**config.mk**
```make
export PLATFORM = sky130hd
export DESIGN_NAME = acs_sequencer
export DESIGN_NICKNAME = d
export VERILOG_FILES = /design/src/verilog/acs_pkg.sv /design/src/verilog/acs_sequencer.sv
export VERILOG_INCLUDE_DIRS = /design/src /design/src/verilog
export SDC_FILE = /design/constraint.sdc
export NUM_CORES = 1
export LEC_CHECK = 0
export BUFFER_PORTS_ARGS = -buffer_cell sky130_fd_sc_hd__buf_2
export CAP_MARGIN = 20
export CORE_MARGIN = 2
export CORE_UTILIZATION = 56
export CTS_CLUSTER_DIAMETER = 60
export DETAILED_ROUTE_END_ITERATION = 12
export PLACE_DENSITY = 0.86
export SETUP_SLACK_MARGIN = 0.02
export SYNTH_ARGS = -nofsm -noshare
export SYNTH_HDL_FRONTEND = slang
export SYNTH_SLANG_ARGS = --single-unit
```
**constraint.sdc**
```tcl
create_clock -name aclk -period 8.5 [get_ports aclk]
set_input_delay 0.425 -clock aclk [delete_from_list [all_inputs] [get_ports aclk]]
set_output_delay 0.425 -clock aclk [all_outputs]
set_load 0.05 [all_outputs]
```
**src/verilog/acs_regs.svh**
```systemverilog
`ifndef ACS_REGS_SVH
`define ACS_REGS_SVH

// ----------------------------------------------------------------
// register indices (byte address is four times the index)
// ----------------------------------------------------------------
`define ACS_IDX_FLAGS 10'h00c
`define ACS_IDX_RES_HI 10'h01e
`define ACS_IDX_CTRL0 10'h01f
`define ACS_IDX_ENABLES 10'h08c
`define ACS_IDX_RES_LO 10'h09e
`define ACS_IDX_CTRL1 10'h09f

// ----------------------------------------------------------------
// field positions
// ----------------------------------------------------------------
`define ACS_C0_CLKSEL_HI 7
`define ACS_C0_CLKSEL_LO 6
`define ACS_C0_CHAN_HI 5
`define ACS_C0_CHAN_LO 3
`define ACS_C0_GO 2
`define ACS_C0_ON 0
`define ACS_C1_FMT 7
`define ACS_C1_PCFG_HI 3
`define ACS_C1_PCFG_LO 0
`define ACS_FLAG_DONE 6
`define ACS_EN_DONE 6

// ----------------------------------------------------------------
// reset values
// ----------------------------------------------------------------
`define ACS_CTRL0_RST 8'h00
`define ACS_CTRL1_RST 8'h00

// ----------------------------------------------------------------
// clock select codes and timing
// ----------------------------------------------------------------
`define ACS_CLK_DIV2 2'h0
`define ACS_CLK_DIV8 2'h1
`define ACS_CLK_DIV32 2'h2
`define ACS_CLK_RC 2'h3
`define ACS_DIV2_CYC 6'h02
`define ACS_DIV8_CYC 6'h08
`define ACS_DIV32_CYC 6'h20
`define ACS_CONV_TADS 4'hc
`define ACS_HOLD_TADS 2'h2
`define ACS_CLK_PERIOD_NS 100
`define ACS_TCY_NS 400
`define ACS_TCY_CYC (`ACS_TCY_NS / `ACS_CLK_PERIOD_NS)
`define ACS_TAD_MIN_NS 1600
`define ACS_TAD_MIN_CYC ((`ACS_TAD_MIN_NS + `ACS_CLK_PERIOD_NS - 1) / `ACS_CLK_PERIOD_NS)
`define ACS_FOSC_HZ 10000000
`define ACS_FMAX_DIV2_HZ 1250000
`define ACS_FMAX_DIV8_HZ 5000000
`define ACS_FMAX_DIV32_HZ 20000000

`endif

```
**src/verilog/acs_pkg.sv**
```systemverilog
`default_nettype none

package acs_pkg;

    // sequencer states, one-hot
    typedef enum logic [4:0] {
        ST_OFF = 5'h01,
        ST_ACQ = 5'h02,
        ST_DELAY = 5'h04,
        ST_CONV = 5'h08,
        ST_HOLD = 5'h10
    } acs_state_e;

    // commands to the sampling converter core
    typedef struct packed {
        logic powered;
        logic sample_connect;
        logic convert;
        logic [2:0] channel;
    } acs_core_req_s;

endpackage

`default_nettype wire

```
**src/verilog/acs_sequencer.sv**
```systemverilog
// The AXI4-Lite interface to the registers was chosen for this implementation.
`include "acs_regs.svh"
`default_nettype none

module acs_sequencer
    import acs_pkg::*;
(
    // clock and reset
    input wire logic aclk,
    input wire logic aresetn,
    // axi4-lite write address
    input wire logic [11:0] s_axi_awaddr,
    input wire logic s_axi_awvalid,
    output logic s_axi_awready,
    // axi4-lite write data
    input wire logic [31:0] s_axi_wdata,
    input wire logic [3:0] s_axi_wstrb,
    input wire logic s_axi_wvalid,
    output logic s_axi_wready,
    // axi4-lite write response
    output logic [1:0] s_axi_bresp,
    output logic s_axi_bvalid,
    input wire logic s_axi_bready,
    // axi4-lite read address
    input wire logic [11:0] s_axi_araddr,
    input wire logic s_axi_arvalid,
    output logic s_axi_arready,
    // axi4-lite read data
    output logic [31:0] s_axi_rdata,
    output logic [1:0] s_axi_rresp,
    output logic s_axi_rvalid,
    input wire logic s_axi_rready,
    // converter core
    output acs_core_req_s core_req,
    input wire logic [9:0] core_result,
    input wire logic rc_osc_in,
    // system
    input wire logic sleep_active,
    output logic wake_request,
    output logic clk_sel_invalid,
    // port pins
    input wire logic [4:0] port_pins_in,
    output logic [4:0] port_read_value
);

    // ----------------------------------------------------------------
    // register state
    // ----------------------------------------------------------------
    logic [1:0] clk_sel_r;
    logic [2:0] chan_r;
    logic go_r;
    logic on_r;
    logic fmt_r;
    logic [3:0] pcfg_r;
    logic done_flag_r;
    logic irq_en_r;
    logic [7:0] res_hi_r;
    logic [7:0] res_lo_r;
    logic powered_down_r;

    // ----------------------------------------------------------------
    // bus slave
    // ----------------------------------------------------------------
    logic aw_held_r;
    logic w_held_r;
    logic [9:0] aw_idx_r;
    logic [7:0] wdata_r;
    logic wlane_r;
    logic wr_fire;
    logic wr_ok;
    logic rd_ok;
    logic [7:0] rd_byte;
    logic [9:0] ar_idx;

    assign wr_fire = aw_held_r && w_held_r && !s_axi_bvalid;
    assign ar_idx = s_axi_araddr[11:2];

    // address and data may come in either order; each is held until both are in
    always_ff @(posedge aclk) begin
        if (!aresetn) begin
            aw_held_r <= 1'b0;
            w_held_r <= 1'b0;
            aw_idx_r <= 10'h000;
            wdata_r <= 8'h00;
            wlane_r <= 1'b0;
        end else begin
            if (s_axi_awvalid && s_axi_awready) begin
                aw_held_r <= 1'b1;
                aw_idx_r <= s_axi_awaddr[11:2];
            end else if (wr_fire) begin
                aw_held_r <= 1'b0;
            end
            if (s_axi_wvalid && s_axi_wready) begin
                w_held_r <= 1'b1;
                wdata_r <= s_axi_wdata[7:0];
                wlane_r <= s_axi_wstrb[0];
            end else if (wr_fire) begin
                w_held_r <= 1'b0;
            end
        end
    end

    // ready flops: accept only when the holding slot is empty
    always_ff @(posedge aclk) begin
        if (!aresetn) begin
            s_axi_awready <= 1'b0;
            s_axi_wready <= 1'b0;
            s_axi_arready <= 1'b0;
        end else begin
            s_axi_awready <= !aw_held_r && !(s_axi_awvalid && s_axi_awready);
            s_axi_wready <= !w_held_r && !(s_axi_wvalid && s_axi_wready);
            s_axi_arready <= !s_axi_rvalid && !(s_axi_arvalid && s_axi_arready);
        end
    end

    // decode of the held write address
    always_comb begin
        case (aw_idx_r)
            `ACS_IDX_FLAGS, `ACS_IDX_RES_HI, `ACS_IDX_CTRL0,
            `ACS_IDX_ENABLES, `ACS_IDX_RES_LO, `ACS_IDX_CTRL1: wr_ok = 1'b1;
            default: wr_ok = 1'b0;
        endcase
    end

    // write response, slverr on unmapped index
    always_ff @(posedge aclk) begin
        if (!aresetn) begin
            s_axi_bvalid <= 1'b0;
            s_axi_bresp <= 2'h0;
        end else if (wr_fire) begin
            s_axi_bvalid <= 1'b1;
            s_axi_bresp <= wr_ok ? 2'h0 : 2'h2;
        end else if (s_axi_bready) begin
            s_axi_bvalid <= 1'b0;
        end
    end

    // write strobes per register, only byte lane 0 carries data
    logic wr_ctrl0;
    logic wr_ctrl1;
    logic wr_flags;
    logic wr_en;
    logic wr_hi;
    logic wr_lo;
    assign wr_ctrl0 = wr_fire && wlane_r && (aw_idx_r == `ACS_IDX_CTRL0);
    assign wr_ctrl1 = wr_fire && wlane_r && (aw_idx_r == `ACS_IDX_CTRL1);
    assign wr_flags = wr_fire && wlane_r && (aw_idx_r == `ACS_IDX_FLAGS);
    assign wr_en = wr_fire && wlane_r && (aw_idx_r == `ACS_IDX_ENABLES);
    assign wr_hi = wr_fire && wlane_r && (aw_idx_r == `ACS_IDX_RES_HI);
    assign wr_lo = wr_fire && wlane_r && (aw_idx_r == `ACS_IDX_RES_LO);

    // read mux, unimplemented bits read zero
    always_comb begin
        rd_ok = 1'b1;
        case (ar_idx)
            `ACS_IDX_FLAGS: rd_byte = {1'b0, done_flag_r, 6'h00};
            `ACS_IDX_RES_HI: rd_byte = res_hi_r;
            `ACS_IDX_CTRL0: rd_byte = {clk_sel_r, chan_r, go_r, 1'b0, on_r};
            `ACS_IDX_ENABLES: rd_byte = {1'b0, irq_en_r, 6'h00};
            `ACS_IDX_RES_LO: rd_byte = res_lo_r;
            `ACS_IDX_CTRL1: rd_byte = {fmt_r, 3'h0, pcfg_r};
            default: begin
                rd_byte = 8'h00;
                rd_ok = 1'b0;
            end
        endcase
    end

    // read data captured at address acceptance, answered next cycle
    always_ff @(posedge aclk) begin
        if (!aresetn) begin
            s_axi_rvalid <= 1'b0;
            s_axi_rdata <= 32'h00000000;
            s_axi_rresp <= 2'h0;
        end else if (s_axi_arvalid && s_axi_arready) begin
            s_axi_rvalid <= 1'b1;
            s_axi_rdata <= {24'h000000, rd_byte};
            s_axi_rresp <= rd_ok ? 2'h0 : 2'h2;
        end else if (s_axi_rready) begin
            s_axi_rvalid <= 1'b0;
        end
    end

    // ----------------------------------------------------------------
    // bit period generation
    // ----------------------------------------------------------------
    logic rc_sync1_r;
    logic rc_sync2_r;
    logic rc_prev_r;
    logic [5:0] tad_cnt_r;
    logic [5:0] tad_len;
    logic tad_tick;
    logic start_conv;
    acs_state_e state_r;
    acs_state_e state_nxt;

    // rc synchroniser: first stage feeds only the second
    always_ff @(posedge aclk) begin
        if (!aresetn) begin
            rc_sync1_r <= 1'b0;
            rc_sync2_r <= 1'b0;
            rc_prev_r <= 1'b0;
        end else begin
            rc_sync1_r <= rc_osc_in;
            rc_sync2_r <= rc_sync1_r;
            rc_prev_r <= rc_sync2_r;
        end
    end

    always_comb begin
        case (clk_sel_r)
            `ACS_CLK_DIV2: tad_len = `ACS_DIV2_CYC;
            `ACS_CLK_DIV8: tad_len = `ACS_DIV8_CYC;
            default: tad_len = `ACS_DIV32_CYC;
        endcase
    end

    // one tick per bit period; rc rising edge when rc selected
    assign tad_tick = (clk_sel_r == `ACS_CLK_RC) ? (rc_sync2_r && !rc_prev_r)
                                                  : (tad_cnt_r == tad_len - 6'h01);

    // divider restarts at go so first tick lands one full bit period later
    always_ff @(posedge aclk) begin
        if (!aresetn || start_conv || tad_tick) begin
            tad_cnt_r <= 6'h00;
        end else begin
            tad_cnt_r <= tad_cnt_r + 6'h01;
        end
    end

    // flag options beyond their frequency limit or below least period
    always_ff @(posedge aclk) begin
        if (!aresetn) begin
            clk_sel_invalid <= 1'b0;
        end else begin
            case (clk_sel_r)
                `ACS_CLK_DIV2: clk_sel_invalid <= (`ACS_FOSC_HZ > `ACS_FMAX_DIV2_HZ)
                    || (`ACS_DIV2_CYC < 6'(`ACS_TAD_MIN_CYC));
                `ACS_CLK_DIV8: clk_sel_invalid <= (`ACS_FOSC_HZ > `ACS_FMAX_DIV8_HZ)
                    || (`ACS_DIV8_CYC < 6'(`ACS_TAD_MIN_CYC));
                `ACS_CLK_DIV32: clk_sel_invalid <= (`ACS_FOSC_HZ > `ACS_FMAX_DIV32_HZ)
                    || (`ACS_DIV32_CYC < 6'(`ACS_TAD_MIN_CYC));
                default: clk_sel_invalid <= 1'b0;
            endcase
        end
    end

    // ----------------------------------------------------------------
    // conversion sequencer
    // ----------------------------------------------------------------
    logic [3:0] bit_cnt_r;
    logic [1:0] hold_cnt_r;
    logic [2:0] tcy_cnt_r;
    logic tcy_done;
    logic running;
    logic complete;
    logic sw_abort;
    logic sleep_abort;

    assign running = (state_r == ST_DELAY) || (state_r == ST_CONV);
    assign tcy_done = (tcy_cnt_r == 3'(`ACS_TCY_CYC));
    assign start_conv = (state_r == ST_ACQ) && go_r && on_r && !powered_down_r;
    // sleep without rc clock stops everything
    assign sleep_abort = sleep_active && (clk_sel_r != `ACS_CLK_RC) && on_r;
    assign sw_abort = wr_ctrl0 && !wdata_r[`ACS_C0_GO] && running;
    // completion on the twelfth bit period
    assign complete = (state_r == ST_CONV) && go_r && tad_tick
                      && (bit_cnt_r == `ACS_CONV_TADS - 4'h1);

    // next state
    always_comb begin
        state_nxt = state_r;
        if (!on_r || powered_down_r || sleep_abort) begin
            // converter off shuts down the sequence
            state_nxt = ST_OFF;
        end else begin
            case (state_r)
                ST_OFF: state_nxt = ST_ACQ;
                ST_ACQ: if (start_conv) state_nxt = ST_DELAY;
                // wait one instruction cycle before first bit
                ST_DELAY: begin
                    if (sw_abort || !go_r) state_nxt = ST_HOLD;
                    else if (tcy_done && tad_tick) state_nxt = ST_CONV;
                end
                ST_CONV: begin
                    if (sw_abort || !go_r || complete) state_nxt = ST_HOLD;
                end
                // two bit periods disconnected, then acquire again
                ST_HOLD: begin
                    if (tad_tick && hold_cnt_r == `ACS_HOLD_TADS - 2'h1) state_nxt = ST_ACQ;
                end
                default: state_nxt = ST_OFF;
            endcase
        end
    end

    // state register; reset lands in off
    always_ff @(posedge aclk) begin
        if (!aresetn) begin
            state_r <= ST_OFF;
        end else begin
            state_r <= state_nxt;
        end
    end

    // instruction-cycle, bit and hold counters
    always_ff @(posedge aclk) begin
        if (!aresetn || start_conv) begin
            tcy_cnt_r <= 3'h0;
            bit_cnt_r <= 4'h0;
            hold_cnt_r <= 2'h0;
        end else begin
            if (!tcy_done) tcy_cnt_r <= tcy_cnt_r + 3'h1;
            if (state_r == ST_CONV && tad_tick) bit_cnt_r <= bit_cnt_r + 4'h1;
            if (state_r != ST_HOLD) hold_cnt_r <= 2'h0;
            else if (tad_tick) hold_cnt_r <= hold_cnt_r + 2'h1;
        end
    end

    // core commands registered from the next state
    always_ff @(posedge aclk) begin
        if (!aresetn) begin
            core_req <= '0;
        end else begin
            core_req.powered <= (state_nxt != ST_OFF);
            core_req.sample_connect <= (state_nxt == ST_ACQ) || (state_nxt == ST_DELAY);
            core_req.convert <= (state_nxt == ST_CONV);
            // channel passed through regardless of pin direction
            core_req.channel <= chan_r;
        end
    end

    // ----------------------------------------------------------------
    // control registers
    // ----------------------------------------------------------------
    // reset images held as typed constants so their fields can be selected
    localparam logic [7:0] CTRL0_RST = `ACS_CTRL0_RST;
    localparam logic [7:0] CTRL1_RST = `ACS_CTRL1_RST;

    // control bits reset to zero, all pins analog
    always_ff @(posedge aclk) begin
        if (!aresetn) begin
            {clk_sel_r, chan_r} <= CTRL0_RST[`ACS_C0_CLKSEL_HI:`ACS_C0_CHAN_LO];
            on_r <= CTRL0_RST[`ACS_C0_ON];
            {fmt_r, pcfg_r} <= {CTRL1_RST[`ACS_C1_FMT], CTRL1_RST[`ACS_C1_PCFG_HI:`ACS_C1_PCFG_LO]};
            irq_en_r <= 1'b0;
        end else begin
            if (wr_ctrl0) begin
                clk_sel_r <= wdata_r[`ACS_C0_CLKSEL_HI:`ACS_C0_CLKSEL_LO];
                chan_r <= wdata_r[`ACS_C0_CHAN_HI:`ACS_C0_CHAN_LO];
                on_r <= wdata_r[`ACS_C0_ON];
            end
            if (wr_ctrl1) begin
                fmt_r <= wdata_r[`ACS_C1_FMT];
                pcfg_r <= wdata_r[`ACS_C1_PCFG_HI:`ACS_C1_PCFG_LO];
            end
            if (wr_en) irq_en_r <= wdata_r[`ACS_EN_DONE];
        end
    end

    // go flag: hardware clears on completion, abort or shutdown
    always_ff @(posedge aclk) begin
        if (!aresetn) begin
            go_r <= 1'b0;
        end else if (complete || sleep_abort || !on_r || powered_down_r) begin
            // go cleared in the completion cycle
            go_r <= 1'b0;
        end else if (wr_ctrl0) begin
            // go only takes when converter was already on
            go_r <= wdata_r[`ACS_C0_GO];
        end
    end

    // done flag: a completion wins over a software clear
    always_ff @(posedge aclk) begin
        if (!aresetn) begin
            done_flag_r <= 1'b0;
        end else if (complete) begin
            // flag set with the result load
            done_flag_r <= 1'b1;
        end else if (wr_flags) begin
            done_flag_r <= wdata_r[`ACS_FLAG_DONE];
        end
    end

    // power down in sleep, on bit left set; awake clears it
    always_ff @(posedge aclk) begin
        if (!aresetn || !sleep_active) begin
            powered_down_r <= 1'b0;
        end else if (sleep_abort || (complete && !irq_en_r)) begin
            powered_down_r <= 1'b1;
        end
    end

    // wake pulse on completion in sleep with irq enabled
    always_ff @(posedge aclk) begin
        if (!aresetn) begin
            wake_request <= 1'b0;
        end else begin
            wake_request <= complete && sleep_active && irq_en_r;
        end
    end

    // ----------------------------------------------------------------
    // result pair: no reset so contents survive any reset
    // ----------------------------------------------------------------
    // plain storage when no conversion overwrites it
    always_ff @(posedge aclk) begin
        if (complete) begin
            if (fmt_r) begin
                res_hi_r <= {6'h00, core_result[9:8]};
                res_lo_r <= core_result[7:0];
            end else begin
                res_hi_r <= core_result[9:2];
                res_lo_r <= {core_result[1:0], 6'h00};
            end
        end else begin
            if (wr_hi) res_hi_r <= wdata_r;
            if (wr_lo) res_lo_r <= wdata_r;
        end
    end

    // ----------------------------------------------------------------
    // port read masking
    // ----------------------------------------------------------------
    logic [4:0] digital_mask;

    // pin config decode, 1 marks a digital pin (an4..an0)
    always_comb begin
        case (pcfg_r)
            4'h4, 4'h5: digital_mask = 5'h14;
            4'h6, 4'h7: digital_mask = 5'h1f;
            4'hd: digital_mask = 5'h10;
            4'he: digital_mask = 5'h1e;
            4'hf: digital_mask = 5'h12;
            default: digital_mask = 5'h00;
        endcase
    end

    always_ff @(posedge aclk) begin
        if (!aresetn) begin
            port_read_value <= 5'h00;
        end else begin
            port_read_value <= port_pins_in & digital_mask;
        end
    end

endmodule // acs_sequencer

`default_nettype wire

```
Yosys cells after proc, flatten, opt, wreduce, memory -nomap -nowiden
Index checks and enable logic that the tools add are counted.
{ "word_totals": {"reg_bits": 105, "out_inout_bits": 54, "word_cells": 188} }
{ "op_classes": {"add_sub_neg": 5, "eq_ne": 36, "muxes": 31, "n_bitwise": 2, "reduce_logical": 75} }
{ "op_table": {"columns": ["cell", "n"], "rows": [
  ["$eq 10x8->1 const B", 6],
  ["$pmux 5 s5", 2],
  ["$mux 8", 6],
  ["$pmux 8 s6", 1],
  ["$eq 10x5->1 const B", 4],
  ["$logic_and 1x1->1", 32],
  ["$mux 5", 6],
  ["$eq 10x4->1 const B", 2],
  ["$eq 4x3->1 const B", 4],
  ["$eq 4x4->1 const B", 4],
  ["$logic_not 1->1", 15],
  ["$reduce_bool 2->1", 7],
  ["$logic_or 1x1->1", 13],
  ["$mux 1", 13],
  ["$pmux 6 s2", 1],
  ["$reduce_or 6->1", 2],
  ["$eq 5x2->1 const B", 2],
  ["$eq 5x3->1 const B", 2],
  ["$eq 5x4->1 const B", 2],
  ["$reduce_or 2->1", 5],
  ["$add 6x1->6 const B", 1],
  ["$eq 6x6->1", 1],
  ["$sub 6x1->6 const B", 1],
  ["$and 5x5->5", 1],
  ["14 further kinds", 16]
]} }

Logic depth before layout (Yosys ltp)
Gate-level depths: netlist of the first run.
{ "logic_depth": {"word_depth": 13, "ltp_mapped": 11} }

Worst setup path after synthesis of the first run
OpenSTA, ideal clock, no wires.
{ "synth_timing": {"kind": "flip-flop to flip-flop", "startpoint": "register clk_sel_r[0]", "endpoint": "register res_hi_r[0] (enable)", "setup_time_ps": 398, "arrival_ps": 2372, "t_required_ps": 8102, "slack_ps": 5730, "stages_incl_launch_ff": 11, "path_buffers": 2, "path_cell_list": "dfxtp_1 or2b_1 ha_1 or2_2 a21o_1 a221oi_2 or2_2 buf_4 nand3_1 clkbuf_1 o41ai_1"} }
{ "synth_between": {"elab_chain_cells": 8, "elab_cells_between_ends": 10} }
{ "synth_lines": {"columns": ["element", "line_no", "rtl"], "rows": [
  ["start, declared", "acs_sequencer.sv:49", "logic [1:0] clk_sel_r;"],
  ["start signal, assigned", "acs_sequencer.sv:343", "{clk_sel_r, chan_r} <= CTRL0_RST[`ACS_C0_CLKSEL_HI:`ACS_C0_CHAN_LO];"],
  ["start signal, assigned", "acs_sequencer.sv:349", "clk_sel_r <= wdata_r[`ACS_C0_CLKSEL_HI:`ACS_C0_CLKSEL_LO];"],
  ["$eq 2x1->1 or $logic_not 2->1 (tied branches)", "acs_sequencer.sv:211", "case (clk_sel_r)"],
  ["$pmux 6 s2", "acs_sequencer.sv:211", null],
  ["$sub 6x1->6", "acs_sequencer.sv:220", ": (tad_cnt_r == tad_len - 6'h01);"],
  ["$eq 6x6->1", "acs_sequencer.sv:220", null],
  ["$mux 1 (*)", "acs_sequencer.sv:219", "assign tad_tick = (clk_sel_r == `ACS_CLK_RC) ? (rc_sync2_r && !rc_prev_r)"],
  ["$logic_and 1x1->1 (*) (2 in a row)", "acs_sequencer.sv:267", "assign complete = (state_r == ST_CONV) && go_r && tad_tick"],
  ["$reduce_bool 2->1 (no source line) (*)", null, null],
  ["end signal, assigned", "acs_sequencer.sv:411", "res_hi_r <= {6'h00, core_result[9:8]};"],
  ["end signal, assigned", "acs_sequencer.sv:414", "res_hi_r <= core_result[9:2];"],
  ["end signal, assigned", "acs_sequencer.sv:418", "if (wr_hi) res_hi_r <= wdata_r;"],
  ["end, declared", "acs_sequencer.sv:57", "logic [7:0] res_hi_r;"]
]} }
Every way passes the cells marked *; elsewhere a longest branch is shown, timed or not.
A chain may end at the register's enable or synchronous reset.

Worst setup path in the final report of the first run
{ "layout_timing": {"startpoint": "register clk_sel_r[0]", "endpoint": "register res_hi_r[3] (enable)"} }
Same word-level chain as after synthesis.

==> reports/qor.csv, run 1 <==
stage,metric,value,unit
detailed_routing,dr_total_vias,3689,
clock_tree,h-tree-depth,3,
logic_synthesis,synthCells,506,
logic_synthesis,synth_compound_area_share,11.9,%
global_route,grt_pass1_wl,15.9,mm
logic_synthesis,synthXorXnorAreaFrac,2.24,%
pwr,ir_worst_vdd,0.111,mV
logic_synthesis,yosys-mux-area-fraction,7.09,%
critical_path,rr_startpoint,clk_sel_r[0],
clock_tree,ctsHoldBuffers,0,
critical_path,rrSetupSlack,5.01,ns
sta,rsz0062_at_grt,false,
cells_and_area,fill_cells,693,
global_route,gr-total-overflow,0,
logic_synthesis,async_flop_share,0,%
cells_and_area,fin_nets,666,
logic_synthesis,synth_top_family_by_area,simple AND/OR/NAND/NOR gates,
pwr,power_density,175,nW/µm²
die,die-area,9130,µm²
logic_synthesis,synth_seq_area_share,47.3,%
cells_and_area,seq_area,2220,µm²
critical_path,crit_fanout,23,
critical_path,reg2regPathDepth,9,
cells_and_area,drive_above_1_share,19.1,%
critical_path,endpoint_kind,flop,
sta,maxSlewHeadroom,43.8,%
logic_synthesis,synth_flop_cell,dfxtp_1,
clock_tree,clock_sinks,103,
sta,post-route-period-util,41.1,%
clock_tree,cts_tree,built,
die,initial_core_util,57.4,%
clock_tree,cts.repair.resized,0,
logic_synthesis,synthAdderAreaFrac,1.60,%
critical_path,path_class,reg -> reg,
detailed_routing,vias_per_cell,5.38,
clock_tree,clkTransAtPathRegs,0.10,ns
detailed_routing,routed_wl,9.76,mm
sta,tightest_slew,0.832,ns
place,dp_hpwl,7.24,mm
clock_tree,clock_path_buffers,2,
critical_path,crit_family,simple AND/OR/NAND/NOR gates,
global_route,grt_usage,22.6,%
sta,clock.fmax,0.286,GHz
flow_run,drv_cap,0,
logic_synthesis,synth_edf_count,16,
logic_synthesis,synth_cell_types,54,
global_route,antenna_found_initial,0,
status,outcome,"complete, no violations",
logic_synthesis,synthSimpleGateAreaFrac,22.6,%
die,die_h,95.6,µm
pwr,total_power,914,µW
clock_tree,insertion_delay,0.37,ns
clock_tree,cts_buffers,9,
die,io_pins,138,
clock_tree,post_cts.repair.setup_buffers,0,
die,row_count,33,
critical_path,crit_top_cell,or2_2,
sta,hold_violations,0,
critical_path,reg2reg_to,res_hi_r[3],
detailed_routing,antenna_left,0,
global_route,grt_max_degree,59,
logic_synthesis,ys_ff_latch,103,
cells_and_area,multi_input_area,2230,µm²
critical_path,cpMaxStageDelayCell,nand3_1,
place,port_buffers,80,
logic_synthesis,avgSynthCellArea,9.28,µm²
sta,setup_violations,0,
critical_path,crit_chain,or2b_1 -> ha_1 -> or2_2 -> a21o_1 -> a221oi_2 -> or2_2 -> nand3_1 -> o41ai_1 -> buf_4,
hold_path,min_path_cells,2,
place,gp_congestion,0.865,
logic_synthesis,syn_area,4700,µm²
detailed_routing,wl_per_cell,14.2,µm
clock_tree,root_buffer,clkbuf_8,
global_route,grt_pass1_vias,3354,
hold_path,hold_path.class,in -> reg,
sta,fin_crit,3.49,ns
detailed_routing,drt_iter0_drc,246,
critical_path,required,8.57,ns
pwr,power_leakage,2.24,nW
logic_synthesis,ys_warn_count,0,
detailed_routing,dr.pass1.iters,5,
critical_path,cp-start-kind,flop,
sta,tns,0,ns
die,die_w,95.6,µm
die,core-area,8180,µm²
sta,drv_slew,0,
detailed_routing,drc,0,
hold_path,hold_end,port_read_value[1],
cells_and_area,area_growth,11.5,%
critical_path,critPathBufInv,1,
cells_and_area,antennaDiodeCount,0,
critical_path,cp.arrival,3.56,ns
critical_path,cpPeakStageDelay,0.61,ns
hold_path,hold_start,port_pins_in[1],
sta,skew,0.0105,ns
per-layer routing:
layer / vias to the layer above / wire, µm / global-route usage [%]
li1: 1828 / - / -
met1: 1703 / 4410 / 30.7
met2: 150 / 4480 / 36.9
met3: 8 / 769 / 3.87
met4: 0 / 95 / 6.79
met5: - / 0 / 0
sequential cells by signal, summed over array words and instances (netlist names), 5 cells and up:
signal and count:
state_r 5, wdata_r 8, res_hi_r 8, aw_idx_r 10, s_axi_rdata 8, port_read_value 5
tad_cnt_r 6, core_req 6, res_lo_r 8
area by class of cell:
type | instances | share of cell area [%]
Clock inverter | 6 | 0.980
Timing Repair Buffer | 82 | 7.93
Sequential cell | 103 | 42.4
Inverter | 13 | 0.932
Tap cell | 105 | 2.51
Clock buffer | 10 | 2.63
Multi-Input combinational cell | 367 | 42.6
kinds of logic (layout without fill, tap and decap cells):
group                      count (synthesis)  count (layout)
muxes                                     28              28
and+or+nand+nor                          212             212
xor gates and xnor gates                  12              12
DFF                                      103             103
adders and majority gates                  6               6
buffers and inverters                     61             111
other                                      1              26
AOI/OAI and AO/OA                         83              83
worst max-delay path by stage:
stage                  from           to  slack [ns]  cells past startpoint
3_5_place_dp   clk_sel_r[0]  res_hi_r[6]        5.06                      9
6_report       clk_sel_r[0]  res_hi_r[3]        5.01                      9
4_1_cts        clk_sel_r[0]  res_hi_r[4]        5.03                      9
2_1_floorplan  clk_sel_r[0]  res_hi_r[0]        5.73                     10
5_1_grt        clk_sel_r[0]  res_hi_r[4]        4.77                      9
3_3_place_gp   clk_sel_r[0]  res_hi_r[3]        5.20                      9
where the power goes:
group          switching, mW  internal (mW)  total (mW)
clock                  0.177          0.120       0.297
sequential            0.0102          0.506       0.516
combinational         0.0708         0.0307       0.102
total                  0.258          0.656       0.914
Yosys cell counts (all sizes together) (4+ instances only):
library cell  instances  area share, %
mux2i                22            4.7
xor2                  7            1.3
edfxtp               16             10
a22o                  4           0.75
nor2                 31            2.5
a21boi               24            3.8
a21oi                12            1.4
nor3                 11            1.2
nand2b                6           0.80
nor2b                20            2.7
buf                  31            4.8
mux4                  4            1.9
inv                  13            1.0
a31oi                 4           0.53
clkbuf               17            1.4
o21ai                23            2.5
and2                 13            1.7
dfxtp                87             37
nand2                73            5.8
ha                    6            1.6
nand3                23            2.5
xnor2                 5           0.93
and3                 12            1.6
placed cells by master, fill, tap and decap left out, types with 5 or more instances in the layout:
cell type	instances
nor3_1	11
a21boi_0	24
xnor2_1	5
and3_1	12
clkbuf_8	10
dfxtp_1	87
nor2b_1	20
nand3_1	23
edfxtp_1	16
nand2b_1	6
nor2_1	31
and2_1	13
conb_1	26
nand2_1	73
buf_2	80
inv_1	13
o21ai_0	22
xor2_1	7
mux2i_1	22
a21oi_1	11
ha_1	6
per-stage QoR:
step / instances / util, % / instance area, µm² / setup slack, ns / hold slack, ns
3_5_place_dp: 670 / 61.7 / 5050 / 5.06 / 0.435
3_3_place_gp: 670 / 61.7 / 5050 / 5.20 / 0.426
2_1_floorplan: 531 / - / 4790 / 5.73 / 0.412
5_1_grt: 686 / 64.0 / 5240 / 4.77 / 0.256
6_report: 686 / 64.0 / 5240 / 5.01 / 0.258
4_1_cts: 686 / 64.0 / 5240 / 5.03 / 0.247
Note: power is estimated with default switching activity, not from simulation.
==> run 2, diff against run 1 <==
- CORE_UTILIZATION: 56 -> 47
- PLACE_DENSITY: 0.86 -> 0.77
- clock period: 8.5 -> 2.9 ns (I/O delays scaled with it)
==> reports/qor.csv, run 2 (synthesis gave the netlist of run 1 again) <==
stage,metric,value,unit,change
status,outcome,"complete, no violations",,
sta,maxSlewHeadroom,62.1,%,+18 points
critical_path,cp.arrival,2.81,ns,-0.75 ns
critical_path,rrSetupSlack,0.22,ns,-4.79 ns
critical_path,reg2regPathDepth,9,,unchanged
place,place_ws,0.0139,ns,-5.05 ns
clock_tree,root_buffer,clkbuf_8,,
global_route,grt_pass1_vias,3618,,+7.9%
flow_run,drv_cap,0,,unchanged
critical_path,crit_chain,or2_4 -> ha_1 -> or2_2 -> a21o_1 -> a221oi_2 -> or2_4 -> nand3_2 -> buf_4 -> a22o_1,,
detailed_routing,routed_wl,10.1,mm,+3.2%
cells_and_area,drive_above_1_share,19.8,%,+0.73 points
place,dp_cells,705,,+5.2%
cells_and_area,layout_commonest_cell,dfxtp_1,,
critical_path,crit_top_cell,or2_4,,
sta,post-route-period-util,92.6,%,+51 points
clock_tree,h-tree-depth,3,,unchanged
critical_path,rr_startpoint,clk_sel_r[1],,
sta,fin_crit,2.68,ns,-0.808 ns
critical_path,cp-start-kind,flop,,
die,die_w,104,µm,+8.8%
clock_tree,cts_tree,built,,
sta,setup_violations,0,,unchanged
detailed_routing,antenna_left,0,,unchanged
sta,tightest_slew,0.568,ns,-0.263 ns
die,initial_core_util,48.3,%,-9.2 points
cells_and_area,fin_nets,690,,+3.6%
pwr,power_leakage,2.35,nW,+4.9%
sta,tns,0,ns,unchanged
global_route,grt_pass1_wl,16.5,mm,+3.7%
global_route,antenna_found_initial,1,,+1
pwr,ir_worst_vdd,0.245,mV,+120%
sta,clock.fmax,0.372,GHz,+30%
sta,fin_ws,0.215,ns,-4.79 ns
sta,drv_slew,0,,unchanged
cells_and_area,fill_cells,870,,+26%
cells_and_area,top_register,aw_idx_r,,
global_route,gr-total-overflow,0,,unchanged
critical_path,cpPeakStageDelay,0.39,ns,-0.22 ns
hold_path,min_path_cells,3,,+1
die,io_pins,138,,unchanged
place,gp_congestion,0.877,,+1.5%
detailed_routing,dr_total_vias,3767,,+2.1%
clock_tree,insertion_delay,0.37,ns,about the same
sta,rsz0062_at_grt,false,,
clock_tree,cts_buffers,9,,unchanged
hold_path,hold_path.class,in -> reg,,
critical_path,cpMaxStageDelayCell,dfxtp_1,,
detailed_routing,drc,0,,unchanged
cells_and_area,area_growth,17.7,%,
critical_path,crit_family,simple AND/OR/NAND/NOR gates,,
die,row_count,36,,+9.1%
critical_path,path_class,reg -> reg,,
critical_path,reg2reg_to,res_hi_r[3],,
detailed_routing,dr.pass1.iters,5,,unchanged
critical_path,critPathBufInv,1,,unchanged
cells_and_area,final_cell_mix,"87 x dfxtp_1, 80 x buf_2, 73 x nand2_1",,
cells_and_area,stdcell_count,739,,+7.7%
place,port_buffers,80,,unchanged
hold_path,hold_end,wdata_r[1],,
detailed_routing,wl_per_cell,13.6,µm,-4.2%
clock_tree,clock_sinks,103,,unchanged
cells_and_area,post-route-util,56.8,%,-7.2 points
sta,skew,0.0171,ns,+0.00654 ns
detailed_routing,drt_iter0_drc,204,,-17%
global_route,grt_usage,19.0,%,-3.6 points
critical_path,required,3.03,ns,-5.54 ns
sta,hold_violations,0,,unchanged
pwr,total_power,2.71,mW,+200%
place,dp_hpwl,7.43,mm,+2.5%
pwr,power_density,490,nW/µm²,+180%
hold_path,hold_start,s_axi_wdata[1],,
die,die_h,104,µm,+8.8%
cells_and_area,largest_reg_flops,10,,unchanged
critical_path,crit_fanout,12,,-48%
die,core-area,9730,µm²,+19%
die,die-area,10800,µm²,+18%
critical_path,endpoint_kind,flop,,
clock_tree,clkTransAtPathRegs,0.10,ns,about the same
detailed_routing,vias_per_cell,5.10,,-5.2%
clock_tree,clock_path_buffers,2,,unchanged
global_route,grt_max_degree,58,,-1.7%
## run 2: final cells by class
cell class | count | area, µm² | share of cell area [%]
sequential | 103 | 2220 | 40.2
tap | 133 | 166 | 3.01
timing repair buffer | 106 | 638 | 11.5
clock buffer | 11 | 151 | 2.74
clock inverter | 5 | 46.3 | 0.838
inverter | 13 | 48.8 | 0.883
antenna | 1 | 2.50 | 0.0453
multi-input combinational | 367 | 2250 | 40.7
## run 2: layer usage
metal	track usage [%]	wire length, µm	share of wire, %
met4	11.3	363	3.6
met1	23.1	4350	43
met2	31.1	4750	47
met3	3.76	612	6.1
met5	0	0	0
## run 2: worst max-delay path by stage
stage | start | endpoint | slack [ns] | depth (start not counted)
CTS | clk_sel_r[0] | res_lo_r[3] | 0.08 | 9
detailed placement | clk_sel_r[0] | res_lo_r[1] | 0.01 | 9
global placement | clk_sel_r[0] | res_lo_r[3] | 0.16 | 8
global route | clk_sel_r[1] | core_req[3] | 0.04 | 9
finish | clk_sel_r[1] | res_hi_r[3] | 0.22 | 9
floorplan | clk_sel_r[0] | res_hi_r[0] | 0.13 | 10
## run 2: per-stage QoR
stage	hold WS, ns	cell area, µm²
after floorplan	0.267	4790
after global placement	0.347	5130
after detailed placement	0.362	5130
after CTS	0.000537	5500
after global routing	0.0215	5530
final	0.0226	5530
## run 2: worst register-to-register path, delay by kind of cell, from the launching register on
family	cells	cell delay [ns]
AND/OR/NAND/NOR	4	0.93
AO/OA/AOI/OAI	3	0.70
flip-flops	1	0.39
adder cells (fa/ha/maj)	1	0.22
buffers and inverters	1	0.22
## run 2: timing repair
item,in CTS,in global routing
hold endpoints to repair,17,0
hold buffers,17,0
cloned,0,0
endpoints found under the setup margin,4,18
resized for setup,1,4
setup buffers,0,0
## run 2: power breakdown
part           internal [mW]  switching (mW)  total, mW
logic                  0.110           0.208      0.318
clock network          0.375           0.504      0.878
registers               1.48          0.0307       1.51
total                   1.97           0.742       2.71
==> run 3, diff against run 2 <==
- ABC_AREA: unset -> 1
==> reports/qor.csv, run 3 <==
stage,metric,value,unit,change
die,die_w,103,µm,-0.74%
clock_tree,h-tree-depth,3,,unchanged
pwr,ir_worst_vdd,0.265,mV,+8.3%
logic_synthesis,syn_area,4620,µm²,-1.5%
cells_and_area,seq_area,2220,µm²,unchanged
global_route,grt_max_degree,55,,-5.2%
cells_and_area,drive_above_1_share,15.7,%,-4.2 points
sta,hold_violations,0,,unchanged
hold_path,min_path_cells,3,,unchanged
pwr,seqPwrFrac,56.8,%,+1.0 points
pwr,power_switching,790,µW,+6.4%
critical_path,reg2regPathDepth,12,,+3
cells_and_area,final_cell_mix,"96 x nand2_1, 87 x dfxtp_1, 82 x buf_2",,
cells_and_area,stdcell_count,816,,+10%
critical_path,crit_family,simple AND/OR/NAND/NOR gates,,
cells_and_area,largest_reg_flops,10,,unchanged
global_route,grt_usage,19.5,%,+0.58 points
cells_and_area,top_register,aw_idx_r,,
cells_and_area,fin_nets,768,,+11%
status,outcome,"complete, no violations",,
place,gp_congestion,0.865,,-1.4%
cells_and_area,fill_cells,962,,+11%
detailed_routing,vias_per_cell,5.01,,-1.6%
critical_path,critPathBufInv,2,,+1
pwr,swShare,29.0,%,+1.6 points
critical_path,cpPeakStageDelay,0.38,ns,about the same
place,dp_cells,793,,+12%
critical_path,required,3.01,ns,-0.02 ns
pwr,power_leakage,2.31,nW,-1.7%
sta,clock.fmax,0.406,GHz,+9.1%
die,io_pins,138,,unchanged
cells_and_area,post-route-util,54.8,%,-2.0 points
global_route,grt_pass1_wl,16.2,mm,-2.3%
critical_path,path_class,reg -> reg,,
clock_tree,clock_path_buffers,2,,unchanged
critical_path,rr_startpoint,clk_sel_r[1],,
sta,tightest_slew,0.590,ns,+0.0215 ns
pwr,comb_power_share,12.9,%,+1.1 points
pwr,power_density,516,nW/µm²,+5.2%
critical_path,cp-startpoint,clk_sel_r[1],,
global_route,gr-total-overflow,0,,unchanged
global_route,grt_pass1_vias,3614,,-0.11%
cells_and_area,layout_commonest_cell,nand2_1,,
clock_tree,cts_buffers,9,,unchanged
logic_synthesis,ys_warn_count,0,,unchanged
logic_synthesis,synth_flop_cell,dfxtp_1,,
logic_synthesis,avgSynthCellArea,7.77,µm²,-16%
die,core-area,9640,µm²,-0.93%
logic_synthesis,synth_cell_types,42,,-22%
die,die_h,103,µm,-0.74%
logic_synthesis,yosysTopAreaCell,dfxtp_1,,
pwr,internal_power,1.93,mW,-1.7%
detailed_routing,dr_total_vias,4092,,+8.6%
sta,drv_slew,0,,unchanged
clock_tree,cts_tree,built,,
sta,fin_crit,2.46,ns,-0.224 ns
logic_synthesis,synth_seq_area_share,48.1,%,+0.73 points
pwr,clkPwrFrac,30.4,%,-2.0 points
clock_tree,root_buffer,clkbuf_8,,
sta,hold_ws,0.0124,ns,-0.0102 ns
clock_tree,clock_sinks,103,,unchanged
sta,maxSlewHeadroom,60.5,%,-1.6 points
detailed_routing,dr.pass1.iters,5,,unchanged
critical_path,endpoint_kind,flop,,
critical_path,crit_chain,nor2_1 -> inv_1 -> ha_1 -> nand2_1 -> nand2_1 -> nor2_1 -> nand3_1 -> o21bai_2 -> buf_4 -> nand3_2 -> nand2_1 -> o21ai_0,,
die,initial_core_util,48.0,%,-0.29 points
flow_run,drv_cap,0,,unchanged
sta,rsz0062_at_grt,false,,
sta,fin_ws,0.439,ns,+0.224 ns
logic_synthesis,synth.most_common_cell,nand2_1,,
logic_synthesis,synthTopCellsByCount,"96 x nand2_1, 87 x dfxtp_1, 77 x nor2_1",,
hold_path,hold_start,s_axi_wdata[5],,
sta,skew,0.0137,ns,-0.00334 ns
detailed_routing,routed_wl,10.1,mm,+0.30%
detailed_routing,wl_per_cell,12.4,µm,-9.2%
detailed_routing,drc,0,,unchanged
sta,tns,0,ns,unchanged
critical_path,cp-start-kind,flop,,
detailed_routing,antenna_left,0,,unchanged
cells_and_area,multi_input_area,1980,µm²,-12%
die,row_count,36,,unchanged
sta,post-route-period-util,84.9,%,-7.7 points
cells_and_area,antennaDiodeCount,0,,-1
critical_path,cp.arrival,2.58,ns,-0.23 ns
logic_synthesis,synth_edf_count,16,,unchanged
global_route,antenna_found_initial,0,,-1
clock_tree,clkTransAtPathRegs,0.10,ns,about the same
die,die-area,10600,µm²,-1.5%
critical_path,rrSetupSlack,0.44,ns,+0.22 ns
logic_synthesis,synthTopCellsByArea,"dfxtp_1 38%, edfxtp_1 10%, nand2_1 7.8%, o21ai_0 6.9%, nor2_1 6.3%",,
critical_path,cpMaxStageDelayCell,dfxtp_1,,
logic_synthesis,synthCells,595,,+18%
sta,setup_violations,0,,unchanged
hold_path,hold_path.class,in -> reg,,
cells_and_area,area_growth,14.1,%,
place,port_buffers,80,,unchanged
critical_path,crit_fanout,26,,+14
critical_path,crit_top_cell,nand2_1,,
logic_synthesis,ys_ff_latch,103,,unchanged
logic_synthesis,synth_top_area_share,37.7,%,+0.57 points
place,place_ws,0.484,ns,+0.470 ns
clock_tree,insertion_delay,0.37,ns,about the same
critical_path,cp.depth,12,,+3
detailed_routing,drt_iter0_drc,199,,-2.5%
logic_synthesis,async_flop_share,0,%,unchanged
place,dp_hpwl,7.64,mm,+2.9%
[run 3: cell types whose count changed after synthesis, sizes merged, moves of 16 or more]
cell	before	now
nand2	73	98
a21oi	12	35
nor2	31	78
nor2b	20	0
inv	13	66
a21boi	24	0
o21ai	23	65
nand3	23	39
mux2i	22	5
[run 3: per-layer routing]
layer	up-vias	global-route usage, %	part of all wire (%)
met3	22	3.90	5.7
li1	2081	-	-
met5	-	0	0
met4	0	9.62	2.9
met2	138	31.7	48
met1	1851	24.9	44
[run 3: logic make-up after synthesis]
family          synth area share (%)
mux                             1.08
simple gates                    23.5
compound gates                  13.8
xor+xnor                       0.758
fa+ha+maj                       1.62
other cells                   0.0811
flops                           48.1
buf+inv                         11.1
[run 3: final timing paths]
check                      to
setup / recovery  res_lo_r[1]
hold / removal     wdata_r[5]
setup reg to reg  res_lo_r[1]
hold reg to reg    rc_sync2_r
[run 3: through the flow]
stage	total power [mW]	instance area, µm²
after floorplan	1.86	4720
after global placement	1.91	5040
after detailed placement	1.93	5040
after CTS	2.74	5270
after global routing	2.85	5280
final	2.72	5280
[run 3: power groups by stage]
stage	clock network (mW)	registers (mW)	logic, mW
6_report	0.826	1.55	0.350
5_1_grt	0.901	1.55	0.396
4_1_cts	0.845	1.55	0.352
3_5_place_dp	0	1.58	0.346
3_3_place_gp	0	1.57	0.332
2_1_floorplan	0	1.59	0.270
[run 3: cell type report]
| class | instances | share of cell area [%] |
|---|---|---|
| Clock buffer | 9 | 2.35 |
| Clock inverter | 7 | 1.07 |
| Inverter | 67 | 4.77 |
| Multi-Input combinational cell | 408 | 37.6 |
| Sequential cell | 103 | 42.1 |
| Tap cell | 133 | 3.15 |
| Timing Repair Buffer | 89 | 9.01 |
[run 3: tightest hold or removal path, cell delays in order]
cell     delay (ns)
buf_2          0.07
o21ai_0        0.07
nor2_1         0.07
[run 3: what timing repair did]
action / in CTS / in global routing
buffers inserted: 0 / 0
gates resized for setup: 0 / 0
setup endpoints to repair: 0 / 0
endpoints found under the hold margin: 5 / 0
hold buffers: 5 / 0
